===== src/logic/rpsm_defines.svh =====
// Register offsets, field positions, reset values and timing figures of the port status monitor.
`ifndef RPSM_DEFINES_SVH
`define RPSM_DEFINES_SVH

`define RPSM_ADDR_PORT_SEL 8'h4C
`define RPSM_ADDR_STATUS 8'h4E
`define RPSM_ADDR_FREQ_INT 8'h4F
`define RPSM_ADDR_FREQ_FRAC 8'h50

`define RPSM_BIT_LEN_UNSTABLE 7
`define RPSM_BIT_LEN_CHANGED 6
`define RPSM_BIT_CODING_ERR 5
`define RPSM_BIT_BUF_ERR 4
`define RPSM_BIT_CSI_ERR 3
`define RPSM_BIT_FREQ_SETTLED 2
`define RPSM_BIT_CLK_ABSENT 1
`define RPSM_BIT_CNT_CHANGED 0

`define RPSM_CLEAR_ON_READ_MASK 8'hF1
`define RPSM_RESET_BYTE 8'h00
`define RPSM_FREQ_RESET 16'h0000
`define RPSM_UNMAPPED_DATA 8'h00

`define RPSM_CLK_PERIOD_NS 10
`define RPSM_GATE_TIME_NS 256000
`define RPSM_FREQ_TOL 16'h0010
`define RPSM_SAT16 16'hFFFF

`endif


===== src/logic/rpsm_pkg.sv =====
// Types shared by the port status monitor modules.
package rpsm_pkg;

    typedef struct packed {
        logic frame_start;
        logic line_end;
        logic coding_err;
        logic buf_overflow;
        logic csi_error;
    } rpsm_port_in_type;

    typedef struct packed {
        logic len_unstable;
        logic len_changed;
        logic cnt_changed;
    } rpsm_line_ev_type;

    typedef struct packed {
        logic [7:0] integer_mhz;
        logic [7:0] fraction_mhz;
    } rpsm_freq_type;

endpackage


===== src/logic/rpsm_line_mon.sv =====
// Line length and line count watcher for one receive port.
`timescale 1ns/1ps
`include "rpsm_defines.svh"
module rpsm_line_mon
    import rpsm_pkg::*;
#(
    parameter int LW = 16
) (
    input wire logic core_clk_i,
    input wire logic nrst_i,
    input wire logic frame_start_i,
    input wire logic line_end_i,
    output rpsm_line_ev_type ev_o
);
    logic [LW-1:0] len_q, len_d, prev_q, prev_d, ref_len_q, ref_len_d;
    logic [LW-1:0] cnt_q, cnt_d, ref_cnt_q, ref_cnt_d;
    logic seen_q, seen_d, ref_ok_q, ref_ok_d, unst_q, unst_d;
    rpsm_line_ev_type ev_q, ev_d;

    always_comb begin
        len_d = (&len_q) ? len_q : len_q + LW'(1);
        prev_d = prev_q;
        cnt_d = cnt_q;
        seen_d = seen_q;
        unst_d = unst_q;
        ref_len_d = ref_len_q;
        ref_cnt_d = ref_cnt_q;
        ref_ok_d = ref_ok_q;
        ev_d = '0;
        if (frame_start_i) begin
            // The closing frame is judged only if it held at least one line.
            ev_d.len_unstable = seen_q && unst_q;
            ev_d.len_changed = seen_q && ref_ok_q && (prev_q != ref_len_q);
            ev_d.cnt_changed = seen_q && ref_ok_q && (cnt_q != ref_cnt_q);
            if (seen_q) begin
                ref_len_d = prev_q;
                ref_cnt_d = cnt_q;
                ref_ok_d = 1'b1;
            end
            len_d = '0;
            cnt_d = '0;
            seen_d = 1'b0;
            unst_d = 1'b0;
        end else if (line_end_i) begin
            if (seen_q && (len_q != prev_q)) begin
                unst_d = 1'b1;
            end
            prev_d = len_q;
            cnt_d = (&cnt_q) ? cnt_q : cnt_q + LW'(1);
            seen_d = 1'b1;
            len_d = '0;
        end
    end

    always_ff @(posedge core_clk_i or negedge nrst_i) begin
        if (!nrst_i) begin
            len_q <= '0;
            prev_q <= '0;
            cnt_q <= '0;
            seen_q <= 1'b0;
            unst_q <= 1'b0;
            ref_len_q <= '0;
            ref_cnt_q <= '0;
            ref_ok_q <= 1'b0;
            ev_q <= '0;
        end else begin
            len_q <= len_d;
            prev_q <= prev_d;
            cnt_q <= cnt_d;
            seen_q <= seen_d;
            unst_q <= unst_d;
            ref_len_q <= ref_len_d;
            ref_cnt_q <= ref_cnt_d;
            ref_ok_q <= ref_ok_d;
            ev_q <= ev_d;
        end
    end

    assign ev_o = ev_q;
endmodule // rpsm_line_mon


===== src/logic/rpsm_freq_meter.sv =====
// Gated edge counter measuring one port's link clock in 1/256 MHz steps.
`timescale 1ns/1ps
`include "rpsm_defines.svh"
module rpsm_freq_meter
    import rpsm_pkg::*;
#(
    parameter int GATE_CYCLES = `RPSM_GATE_TIME_NS / `RPSM_CLK_PERIOD_NS,
    parameter logic [15:0] TOL = `RPSM_FREQ_TOL
) (
    input wire logic core_clk_i,
    input wire logic nrst_i,
    input wire logic link_clk_i,
    input wire logic [7:0] low_thresh_i,
    output rpsm_freq_type freq_o,
    output logic settled_o,
    output logic absent_o
);
    localparam int GW = $clog2(GATE_CYCLES + 1);
    logic s1_q, s2_q, s3_q;
    logic [GW-1:0] gate_q, gate_d;
    logic [15:0] edges_q, edges_d, edges_nx, diff;
    rpsm_freq_type freq_q, freq_d;
    logic valid_q, valid_d, settled_q, settled_d, absent_q, absent_d, gate_end;

    // With a 256 us gate the edge count is already MHz in 8.8 fixed point.
    always_comb begin
        gate_end = (gate_q == GW'(GATE_CYCLES - 1));
        edges_nx = edges_q;
        if (s2_q && !s3_q && edges_q != `RPSM_SAT16) begin
            edges_nx = edges_q + 16'h0001;
        end
        diff = (edges_nx > freq_q) ? edges_nx - freq_q : freq_q - edges_nx;
        gate_d = gate_end ? '0 : gate_q + GW'(1);
        edges_d = gate_end ? 16'h0000 : edges_nx;
        freq_d = freq_q;
        valid_d = valid_q;
        settled_d = settled_q;
        absent_d = absent_q;
        if (gate_end) begin
            freq_d = edges_nx;
            valid_d = 1'b1;
            absent_d = (edges_nx[15:8] < low_thresh_i);
            settled_d = valid_q && (diff <= TOL) && (edges_nx[15:8] >= low_thresh_i);
        end
    end

    always_ff @(posedge core_clk_i or negedge nrst_i) begin
        if (!nrst_i) begin
            s1_q <= 1'b0;
            s2_q <= 1'b0;
            s3_q <= 1'b0;
            gate_q <= '0;
            edges_q <= `RPSM_FREQ_RESET;
            freq_q <= `RPSM_FREQ_RESET;
            valid_q <= 1'b0;
            settled_q <= 1'b0;
            absent_q <= 1'b0;
        end else begin
            s1_q <= link_clk_i;
            s2_q <= s1_q;
            s3_q <= s2_q;
            gate_q <= gate_d;
            edges_q <= edges_d;
            freq_q <= freq_d;
            valid_q <= valid_d;
            settled_q <= settled_d;
            absent_q <= absent_d;
        end
    end

    assign freq_o = freq_q;
    assign settled_o = settled_q;
    assign absent_o = absent_q;
endmodule // rpsm_freq_meter


===== src/logic/rpsm_top.sv =====
// Per-port receive status flags and link frequency registers with port-selected access.
`timescale 1ns/1ps
`include "rpsm_defines.svh"
module rpsm_top
    import rpsm_pkg::*;
#(
    parameter int NUM_PORTS = 4,
    parameter int GATE_CYCLES = `RPSM_GATE_TIME_NS / `RPSM_CLK_PERIOD_NS,
    parameter logic [15:0] FREQ_TOL = `RPSM_FREQ_TOL,
    parameter int LW = 16
) (
    input wire logic core_clk_i,
    input wire logic nrst_i,
    input rpsm_port_in_type port_in_i [NUM_PORTS],
    input wire logic [NUM_PORTS-1:0] link_clk_i,
    input wire logic [NUM_PORTS-1:0][7:0] low_freq_thresh_i,
    input wire logic [7:0] reg_addr_i,
    input wire logic reg_wr_i,
    input wire logic reg_rd_i,
    input wire logic [7:0] reg_wdata_i,
    output logic [7:0] reg_rdata_o,
    output logic reg_rvalid_o
);
    localparam int PW = (NUM_PORTS > 1) ? $clog2(NUM_PORTS) : 1;

    function automatic logic hit(input logic [7:0] addr, input logic [7:0] target);
        hit = (addr == target);
    endfunction

    rpsm_line_ev_type line_ev [NUM_PORTS];
    rpsm_freq_type freq [NUM_PORTS];
    logic [NUM_PORTS-1:0] settled, absent;
    logic [7:0] set_bits [NUM_PORTS];

    // Each receive port has its own monitors; only the register view is shared.
    for (genvar p = 0; p < NUM_PORTS; p++) begin : g_port
        rpsm_line_mon #(
            .LW(LW)
        ) u_line (
            .core_clk_i(core_clk_i),
            .nrst_i(nrst_i),
            .frame_start_i(port_in_i[p].frame_start),
            .line_end_i(port_in_i[p].line_end),
            .ev_o(line_ev[p])
        );

        rpsm_freq_meter #(
            .GATE_CYCLES(GATE_CYCLES),
            .TOL(FREQ_TOL)
        ) u_freq (
            .core_clk_i(core_clk_i),
            .nrst_i(nrst_i),
            .link_clk_i(link_clk_i[p]),
            .low_thresh_i(low_freq_thresh_i[p]),
            .freq_o(freq[p]),
            .settled_o(settled[p]),
            .absent_o(absent[p])
        );

        always_comb begin
            set_bits[p] = `RPSM_RESET_BYTE;
            set_bits[p][`RPSM_BIT_LEN_UNSTABLE] = line_ev[p].len_unstable;
            set_bits[p][`RPSM_BIT_LEN_CHANGED] = line_ev[p].len_changed;
            // Coding errors only arrive while the receiver stays locked.
            set_bits[p][`RPSM_BIT_CODING_ERR] = port_in_i[p].coding_err;
            set_bits[p][`RPSM_BIT_BUF_ERR] = port_in_i[p].buf_overflow;
            set_bits[p][`RPSM_BIT_CNT_CHANGED] = line_ev[p].cnt_changed;
        end
    end

    logic [PW-1:0] sel_q, sel_d;
    logic [7:0] flags_q [NUM_PORTS];
    logic [7:0] flags_d [NUM_PORTS];
    logic [7:0] frac_shadow_q, frac_shadow_d;
    logic [7:0] rdata_q, rdata_d;
    logic rvalid_q, rvalid_d;
    logic rd_status, rd_int;
    logic [7:0] status_view;

    always_comb begin
        rd_status = reg_rd_i && hit(reg_addr_i, `RPSM_ADDR_STATUS);
        rd_int = reg_rd_i && hit(reg_addr_i, `RPSM_ADDR_FREQ_INT);
        sel_d = sel_q;
        if (reg_wr_i && hit(reg_addr_i, `RPSM_ADDR_PORT_SEL)) begin
            sel_d = reg_wdata_i[PW-1:0];
        end
        for (int p = 0; p < NUM_PORTS; p++) begin
            flags_d[p] = flags_q[p];
            // A set arriving in the clearing cycle survives the read.
            if (rd_status && sel_q == PW'(p)) begin
                flags_d[p] = flags_d[p] & ~`RPSM_CLEAR_ON_READ_MASK;
            end
            flags_d[p] = flags_d[p] | set_bits[p];
        end
    end

    always_comb begin
        status_view = flags_q[sel_q] & `RPSM_CLEAR_ON_READ_MASK;
        status_view[`RPSM_BIT_CSI_ERR] = port_in_i[sel_q].csi_error;
        status_view[`RPSM_BIT_FREQ_SETTLED] = settled[sel_q];
        status_view[`RPSM_BIT_CLK_ABSENT] = absent[sel_q];
    end

    always_comb begin
        rvalid_d = reg_rd_i;
        rdata_d = `RPSM_UNMAPPED_DATA;
        frac_shadow_d = frac_shadow_q;
        // Reading the integer byte freezes the matching fraction for the next read.
        if (rd_int) begin
            frac_shadow_d = freq[sel_q].fraction_mhz;
        end
        if (reg_rd_i) begin
            unique case (reg_addr_i)
                `RPSM_ADDR_PORT_SEL: begin
                    rdata_d[PW-1:0] = sel_q;
                end
                `RPSM_ADDR_STATUS: begin
                    rdata_d = status_view;
                end
                `RPSM_ADDR_FREQ_INT: begin
                    rdata_d = freq[sel_q].integer_mhz;
                end
                `RPSM_ADDR_FREQ_FRAC: begin
                    rdata_d = frac_shadow_q;
                end
                default: begin
                    rdata_d = `RPSM_UNMAPPED_DATA;
                end
            endcase
        end
    end

    always_ff @(posedge core_clk_i or negedge nrst_i) begin
        if (!nrst_i) begin
            sel_q <= '0;
            for (int p = 0; p < NUM_PORTS; p++) begin
                flags_q[p] <= `RPSM_RESET_BYTE;
            end
            frac_shadow_q <= `RPSM_RESET_BYTE;
            rdata_q <= `RPSM_RESET_BYTE;
            rvalid_q <= 1'b0;
        end else begin
            sel_q <= sel_d;
            for (int p = 0; p < NUM_PORTS; p++) begin
                flags_q[p] <= flags_d[p];
            end
            frac_shadow_q <= frac_shadow_d;
            rdata_q <= rdata_d;
            rvalid_q <= rvalid_d;
        end
    end

    assign reg_rdata_o = rdata_q;
    assign reg_rvalid_o = rvalid_q;
endmodule // rpsm_top


===== config.mk =====
export PLATFORM = sky130hd
export DESIGN_NAME = rpsm_top
export DESIGN_NICKNAME = d
export VERILOG_FILES = /design/src/logic/rpsm_pkg.sv /design/src/logic/rpsm_line_mon.sv /design/src/logic/rpsm_freq_meter.sv /design/src/logic/rpsm_top.sv
export VERILOG_INCLUDE_DIRS = /design/src /design/src/logic
export SDC_FILE = /design/constraint.sdc
export NUM_CORES = 1
export LEC_CHECK = 0
export BUFFER_PORTS_ARGS = -buffer_cell sky130_fd_sc_hd__buf_2
export CORE_MARGIN = 2
export CORE_UTILIZATION = 57
export DETAILED_ROUTE_END_ITERATION = 8
export HOLD_SLACK_MARGIN = 0.03
export PLACE_DENSITY = 0.71
export SKIP_LAST_GASP = 1
export SYNTH_ARGS = -nofsm -noshare
export SYNTH_HDL_FRONTEND = slang
export SYNTH_SLANG_ARGS = --single-unit

===== constraint.sdc =====
create_clock -name core_clk_i -period 9.76 [get_ports core_clk_i]
set_clock_uncertainty 0.2 [all_clocks]
set_input_delay 0.488 -clock core_clk_i [delete_from_list [all_inputs] [get_ports core_clk_i]]
set_output_delay 0.488 -clock core_clk_i [all_outputs]
set_load 0.02 [all_outputs]

# --- Yosys cells after proc, flatten, opt, wreduce, memory -nomap -nowiden ---
# Cells that the tools add are included.
totals:
  output_inout_bits: 9
  word_cells: 342
  reg_bits: 607
classes:
  bitwise_logic: 9
  addsub: 24
  mux: 84
  eq_ne: 35
  magnitude_cmp: 18
  n_reduce_logical: 80
ops:
  columns: ["cell", "count"]
  rows:
  - ["$mux 16", 38]
  - ["$add 16x1->16 const B", 12]
  - ["$ne 16x16->1", 12]
  - ["$reduce_and 16->1", 8]
  - ["$sub 16x16->16", 8]
  - ["$gt 16x16->1", 4]
  - ["$le 16x5->1 const B", 4]
  - ["$ne 16x16->1 const B", 4]
  - ["$add 15x1->15 const B", 4]
  - ["$eq 15x15->1 const B", 4]
  - ["$mux 15", 4]
  - ["$mux 8", 7]
  - ["$logic_and 1x1->1", 43]
  - ["$bmux 16 s2", 1]
  - ["$eq 8x7->1 const B", 4]
  - ["$ge 8x8->1", 4]
  - ["$lt 8x8->1", 4]
  - ["$or 8x8->8", 4]
  - ["$reduce_and 2->1", 16]
  - ["$mux 1", 24]
  - ["$pmux 6 s3", 1]
  - ["$bmux 8 s2", 1]
  - ["$reduce_bool 2->1", 8]
  - ["$mux 3", 4]
  - ["other kinds (13)", 27]

# --- Depth between registers and ports, before layout ---
logic_depth:
  depth_word: 9
  depth_mapped: 25
  depth_no_buf: 23

# --- Cells and area by module ---
# Synthesis repeated with hierarchy kept, for this count alone.
unflattened:
  cells_unflattened: 3726
  area_unflattened_um2: 36247.3
by_module_without_submodules:
  columns: ["mod", "n_inst", "seq_area_each_um2", "area_per_inst_um2", "cells_each"]
  rows:
  - ["rpsm_line_mon at g_port[0].u_line ...", 3, 2152.1, 4302.9, 385]
  - ["rpsm_freq_meter at g_port[0].u_freq ...", 3, 1326.3, 4172.8, 505]
  - ["rpsm_line_mon at g_port[3].u_line", 1, 2152.1, 4350.4, 402]
  - ["rpsm_freq_meter at g_port[1].u_freq", 1, 1326.3, 4229.1, 507]
  - ["rpsm_top", 1, 975.9, 2240.9, 147]

# --- Worst setup path before layout ---
# OpenSTA, ideal clock, no wires.
synth_path:
  kind: "register to register"
  from: "register g_port[2].u_freq.edges_q[0]"
  to: "register g_port[2].u_freq.settled_q"
  path_stages_with_launch: 23
  t_required_ns: 9.459
  path_slack_ns: 4.630
  arrival_ns: 4.830
  n_path_buf: 3
  setup_time_ns: 0.101
  synth_period_minus_slack_ns: 5.130
  cell_sequence: "dfrtp_1 -> ha_1 -> nand4_1 -> nor4_2 -> nor2_1 -> and4_1 -> and3_1 -> and3_1 -> nand3_1 -> xor2_1 -> inv_1 -> ha_1 -> clkbuf_1 -> nand4_1 -> or4_1 -> and2_0 -> buf_2 -> buf_2 -> nor4_1 -> a211oi_1 -> a221oi_1 -> nand4_1 -> o32ai_1"
synth_between:
  elab_chain_cells: 8
  word_cells_on_any_way: 12
  cone_classes: "3 x add/sub; 3 x order compare; 1 x eq/ne; 2 x mux; 3 x reduce/logical"
synth_lines:
  columns: ["element", "line_no", "rtl"]
  rows:
  - ["start: declaration", "rpsm_freq_meter.sv:21", "logic [15:0] edges_q, edges_d, edges_nx, diff;"]
  - ["start signal: assignment", "rpsm_freq_meter.sv:53", "edges_q <= `RPSM_FREQ_RESET;"]
  - ["start signal: assignment", "rpsm_freq_meter.sv:63", "edges_q <= edges_d;"]
  - ["parallel branches: the longest is 2 deep, another holds $add 16x1->16", null, null]
  - ["$mux 16 (*)", "rpsm_freq_meter.sv:29", "if (s2_q && !s3_q && edges_q != `RPSM_SAT16) begin"]
  - ["named net g_port[2].u_freq.edges_nx[11]", "rpsm_freq_meter.sv:21", null]
  - ["$sub 16x16->16 or $gt 16x16->1 (tied branches)", "rpsm_freq_meter.sv:32", "diff = (edges_nx > freq_q) ? edges_nx - freq_q : freq_q - edges_nx;"]
  - ["$mux 16", "rpsm_freq_meter.sv:32", null]
  - ["$le 16x5->1", "rpsm_freq_meter.sv:43", "settled_d = valid_q && (diff <= TOL) && (edges_nx[15:8] >= low_thresh_i);"]
  - ["$logic_and 1x1->1", "rpsm_freq_meter.sv:43", null]
  - ["$logic_and 1x1->1 (*)", "rpsm_freq_meter.sv:43", null]
  - ["end signal: assignment", "rpsm_freq_meter.sv:66", "settled_q <= settled_d;"]
  - ["end: declaration", "rpsm_freq_meter.sv:23", "logic valid_q, valid_d, settled_q, settled_d, absent_q, absent_d, gate_end;"]
# Mark *: on every way through the listed nets, which the timed path passes.
# A chain may end at the register's enable or synchronous reset.

# --- Worst setup path after layout ---
# Ends and elaborated chain as after synthesis.

==> key figures <==
Finish
  • Layout cells sized above 1: between 10% and 20%
  • Number of inserted diodes: 0
  • P&R area growth vs syn: 9.815%
  • Final #Nets: ~3.8k

Worst setup path
  • Startpoint type of the worst setup path: flip-flop
  • WS Path Type: flip-flop to flip-flop
  • Max stage delay on crit path: between 0.7 and 0.8 ns
  • FF-to-FF path depth: 23
  • CP max stage cell: and2_0
  • Arrival @ worst endpoint: ~7.0 ns
  • Worst EP required: between 10 and 15 ns
  • FF-to-FF End: g_port[2].u_freq.settled_o
  • R2R Path Start: g_port[2].u_freq.edges_q[0]
  • Critical path cell sequence: ha_1 > nand4_1 > nor4_2 > nor2_1 > and4_1 > and3_1 > and3_1 > nand3_1 > nor2_1 > xnor2_1 > inv_1 > ha_1 > nand3_1 > nor3_1 > inv_1 > o311ai_2 > and2_0 > a21oi_1 > a21oi_1 > xnor2_1 > nor3_1 > nand4_1 > o32ai_1
  • Worst Path Max Fanout: 15
  • Critical Path End Type: flip-flop
  • R2R setup slack: ~3.1 ns

Clock network
  • Clock Sinks: slightly below 600
  • H-Tree Depth: 3
  • TritonCTS clock tree: built
  • Post-CTS Resized: 0
  • TritonCTS buffer count: between 60 and 70
  • Clock Latency Late Sink: roughly 0.6 ns
  • Clock transition at path regs: approximately 0.06 ns
  • Root Driver: clkbuf_16
  • Max Buffers Root-to-Sink: 3

Drt
  • Detailed-router iteration count before antenna repair: 7
  • Routed via count: 25.35k
  • WL/cell: 18.03 um
  • Vias per Instance: roughly 5.8
  • WL final: roughly 80000 um
  • DR iter-0 viols: approximately 1.8k
  • DRT antenna net count: 0
  • DRC violations left: 0

STA
  • Least-Margin Pin Slew: approximately 1.1 ns
  • Total negative slack: 0 ns
  • Final WS setup: just over 3 ns
  • Hold slack: roughly 0.14 ns
  • RSZ-0062 raised after global routing: false
  • Peak Freq: around 150 MHz
  • Final min period: 6.705 ns
  • Final hold vios: 0
  • Max_slew headroom: a little over a quarter
  • Final cycle utilization of the critical path: between 60% and 70%
  • Pins Over Slew Limit: 0
  • # setup viols final: 0

Logic synthesis
  • Adder-Cell Fraction of Synth Area: ~6.0%
  • Compound-gate portion of the synthesized area: roughly a tenth
  • Simple-gate share of the synthesized area: 16.44%
  • Main combinational cell family by area after synthesis: simple AND/OR/NAND/NOR gates
  • Yosys warns: 0
  • Flops & latches, synth: slightly below 600
  • Synthesized Nets: between 3k and 4k
  • Sequential area share after synthesis: 43.44%
  • Cells after synthesis: around 3.5k
  • Yosys cell types: 90
  • Post-synthesis mux area share: approximately 9.1%
  • Synth Area in XOR/XNOR: a little over a tenth
  • Syn avg cell area: 9.782 um^2
  • Post-synth ARST share: 100.0%
  • Post-synth EDFFs: 0
  • Ys flop type: dfrtp_1
  • Syn Std Cell Area: ~34000 um^2

Status
  • Status: finished, final reports clean

Power
  • P_sw: approximately 2.5 mW
  • Internal: slightly above 5 mW
  • Net Sw Frac: 33.14%
  • Clock Power Share: approximately 33%
  • PwrDens: around 200 nW/um^2
  • Leak: 17.73 nW
  • Worst VDD drop: between 0.00015 and 0.0002 V
  • Total power: between 7 and 8 mW
  • Sequential Power Share: roughly 34%
  • Comb power frac: around 33%

Floorplanning
  • # rows: 89
  • Boundary Pins: 85
  • CORE AREA: about 59000 um^2
  • Die area: a little over 60000 um^2
  • Initial core utilization: between 50% and 60%
  • Die X: between 200 and 250 um
  • Die H: ~250 um

Global route
  • First-pass GRT wire length: approximately 130000 um
  • Gr usage total: 25.72%
  • Number of global-route vias before repair: between 20k and 30k
  • Initial antenna violation count: 0
  • Largest net degree at the start of global routing: ~170
  • GRT Residual Overflow: 0

Hold path
  • HP Class: input port to flip-flop
  • Min-Delay Endpoint: g_port[1].u_line.cnt_q[11]
  • Hold Startpoint: port_in_i[14]
  • Hold Crit Depth: 2

Placement
  • Post-DP HPWL: around 58000 um
  • GPL Wtd Cong: 0.8897
  • Number of port buffers: 78
  • DP Worst Slack: approximately 3.3 ns

Job
  • Max Cap Violations: 0
==> what timing repair did <==
item	CTS	global route
setup buffers	0	0
hold buffers	20	0
endpoints found under the hold margin	122	0
==> worst max-delay path by stage <==
stage,endpoint,startpoint,slack (ns)
CTS,g_port[2].u_freq.settled_o,g_port[2].u_freq.edges_q[0],3.16
global route,g_port[2].u_freq.settled_o,g_port[2].u_freq.edges_q[0],2.54
finish,g_port[2].u_freq.settled_o,g_port[2].u_freq.edges_q[0],3.05
detailed placement,g_port[2].u_freq.settled_o,g_port[2].u_freq.edges_q[1],3.30
floorplan,g_port[2].u_freq.settled_o,g_port[2].u_freq.edges_q[0],4.63
global placement,g_port[2].u_freq.settled_o,g_port[2].u_freq.edges_q[1],3.35
==> critical path: cells and delay by family (launching register included) <==
kind            cells  cell delay (ns)
simple gates       13             3.19
xor+xnor            2             0.48
fa+ha+maj           2             0.78
compound gates      4             1.30
flops               1             0.39
buf+inv             2             0.21
==> kinds of logic after synthesis <==
| kind of cell | count (synthesis) |
|---|---|
| simple gates | 1153 |
| flops | 595 |
| compound gates | 547 |
| xor+xnor | 419 |
| buf+inv | 370 |
| mux | 256 |
| fa+ha+maj | 164 |
==> placed cells by master (no fill, tap or decap), drive strengths merged, types with 53 or more instances in the layout <==
master,netlist,layout
xnor2,290,290
clkbuf,111,93
dfrtp,595,595
a21oi,177,177
nand4,131,131
ha,164,164
nand2,217,217
inv,223,225
nand3,128,128
a21o,72,72
buf,36,94
mux2,192,192
nor2,383,383
o21ai,136,136
xor2,129,129
nor3,53,53
==> power by group through the flow <==
stage / Combinational, mW / Clock (mW) / Sequential (mW)
2_1_floorplan: 1.92 / 0 / 2.66
3_3_place_gp: 2.42 / 0 / 2.68
3_5_place_dp: 2.44 / 0 / 2.69
6_report: 2.50 / 2.53 / 2.64
4_1_cts: 2.47 / 2.58 / 2.64
5_1_grt: 2.75 / 2.69 / 2.65
==> cell usage after synthesis, types with 39 or more instances <==
cell type | instances | share of area (%)
a21o_1 | 72 | 1.6
o21ai_0 | 130 | 1.9
xor2_1 | 129 | 3.3
dfrtp_1 | 595 | 43
nor2_1 | 383 | 4.2
nor3_1 | 53 | 0.77
and3_1 | 44 | 0.80
nand4_1 | 128 | 2.3
xnor2_1 | 290 | 7.4
mux2_2 | 192 | 6.3
a21oi_1 | 177 | 2.6
nand3_1 | 128 | 1.9
mux2i_1 | 39 | 1.1
inv_1 | 223 | 2.4
nand2_1 | 217 | 2.4
ha_1 | 164 | 6.0
clkbuf_1 | 109 | 1.2
==> final cells by class <==
cell class / count / area [um^2]
Inverter: 223 / 837.1
Timing Repair Buffer: 114 / 745.7
Sequential cell: 595 / 14890
Clock inverter: 23 / 266.5
Tap cell: 773 / 967.2
Fill cell: 4817 / 21600
Multi-Input combinational cell: 2539 / 17980
Clock buffer: 93 / 1956
==> state kept, by name (all words and copies together) (netlist names), 8 cells and up <==
signal,count
g_port.u_freq.edges_q,64
g_port.u_freq.freq_o,64
g_port.u_line.cnt_q,64
g_port.u_line.len_q,64
g_port.u_line.prev_q,64
g_port.u_line.ref_cnt_q,64
g_port.u_line.ref_len_q,64
g_port.u_freq.gate_q,60
flags_q,20
g_port.u_line.ev_o,12
frac_shadow_q,8
reg_rdata_o,8
==> per-layer routing <==
metal | track usage [%] | vias up | share of wire [%]
met2 | 43.47 | 508 | 48
met1 | 34.72 | 12490 | 45
li1 | - | 12230 | -
met3 | 3.166 | 120 | 3.9
met4 | 8.003 | 0 | 2.6
met5 | 0 | - | 0
==> metrics by stage <==
stage                     std cells  utilization, %  instance area, um^2
after floorplan                3504               -                34280
after global placement         4224           59.45                35220
after detailed placement       4224           59.45                35220
after CTS                      4360           63.54                37640
after global routing           4360           63.54                37640
final                          4360           63.54                37640
Note: power is estimated with default switching activity, not from simulation.
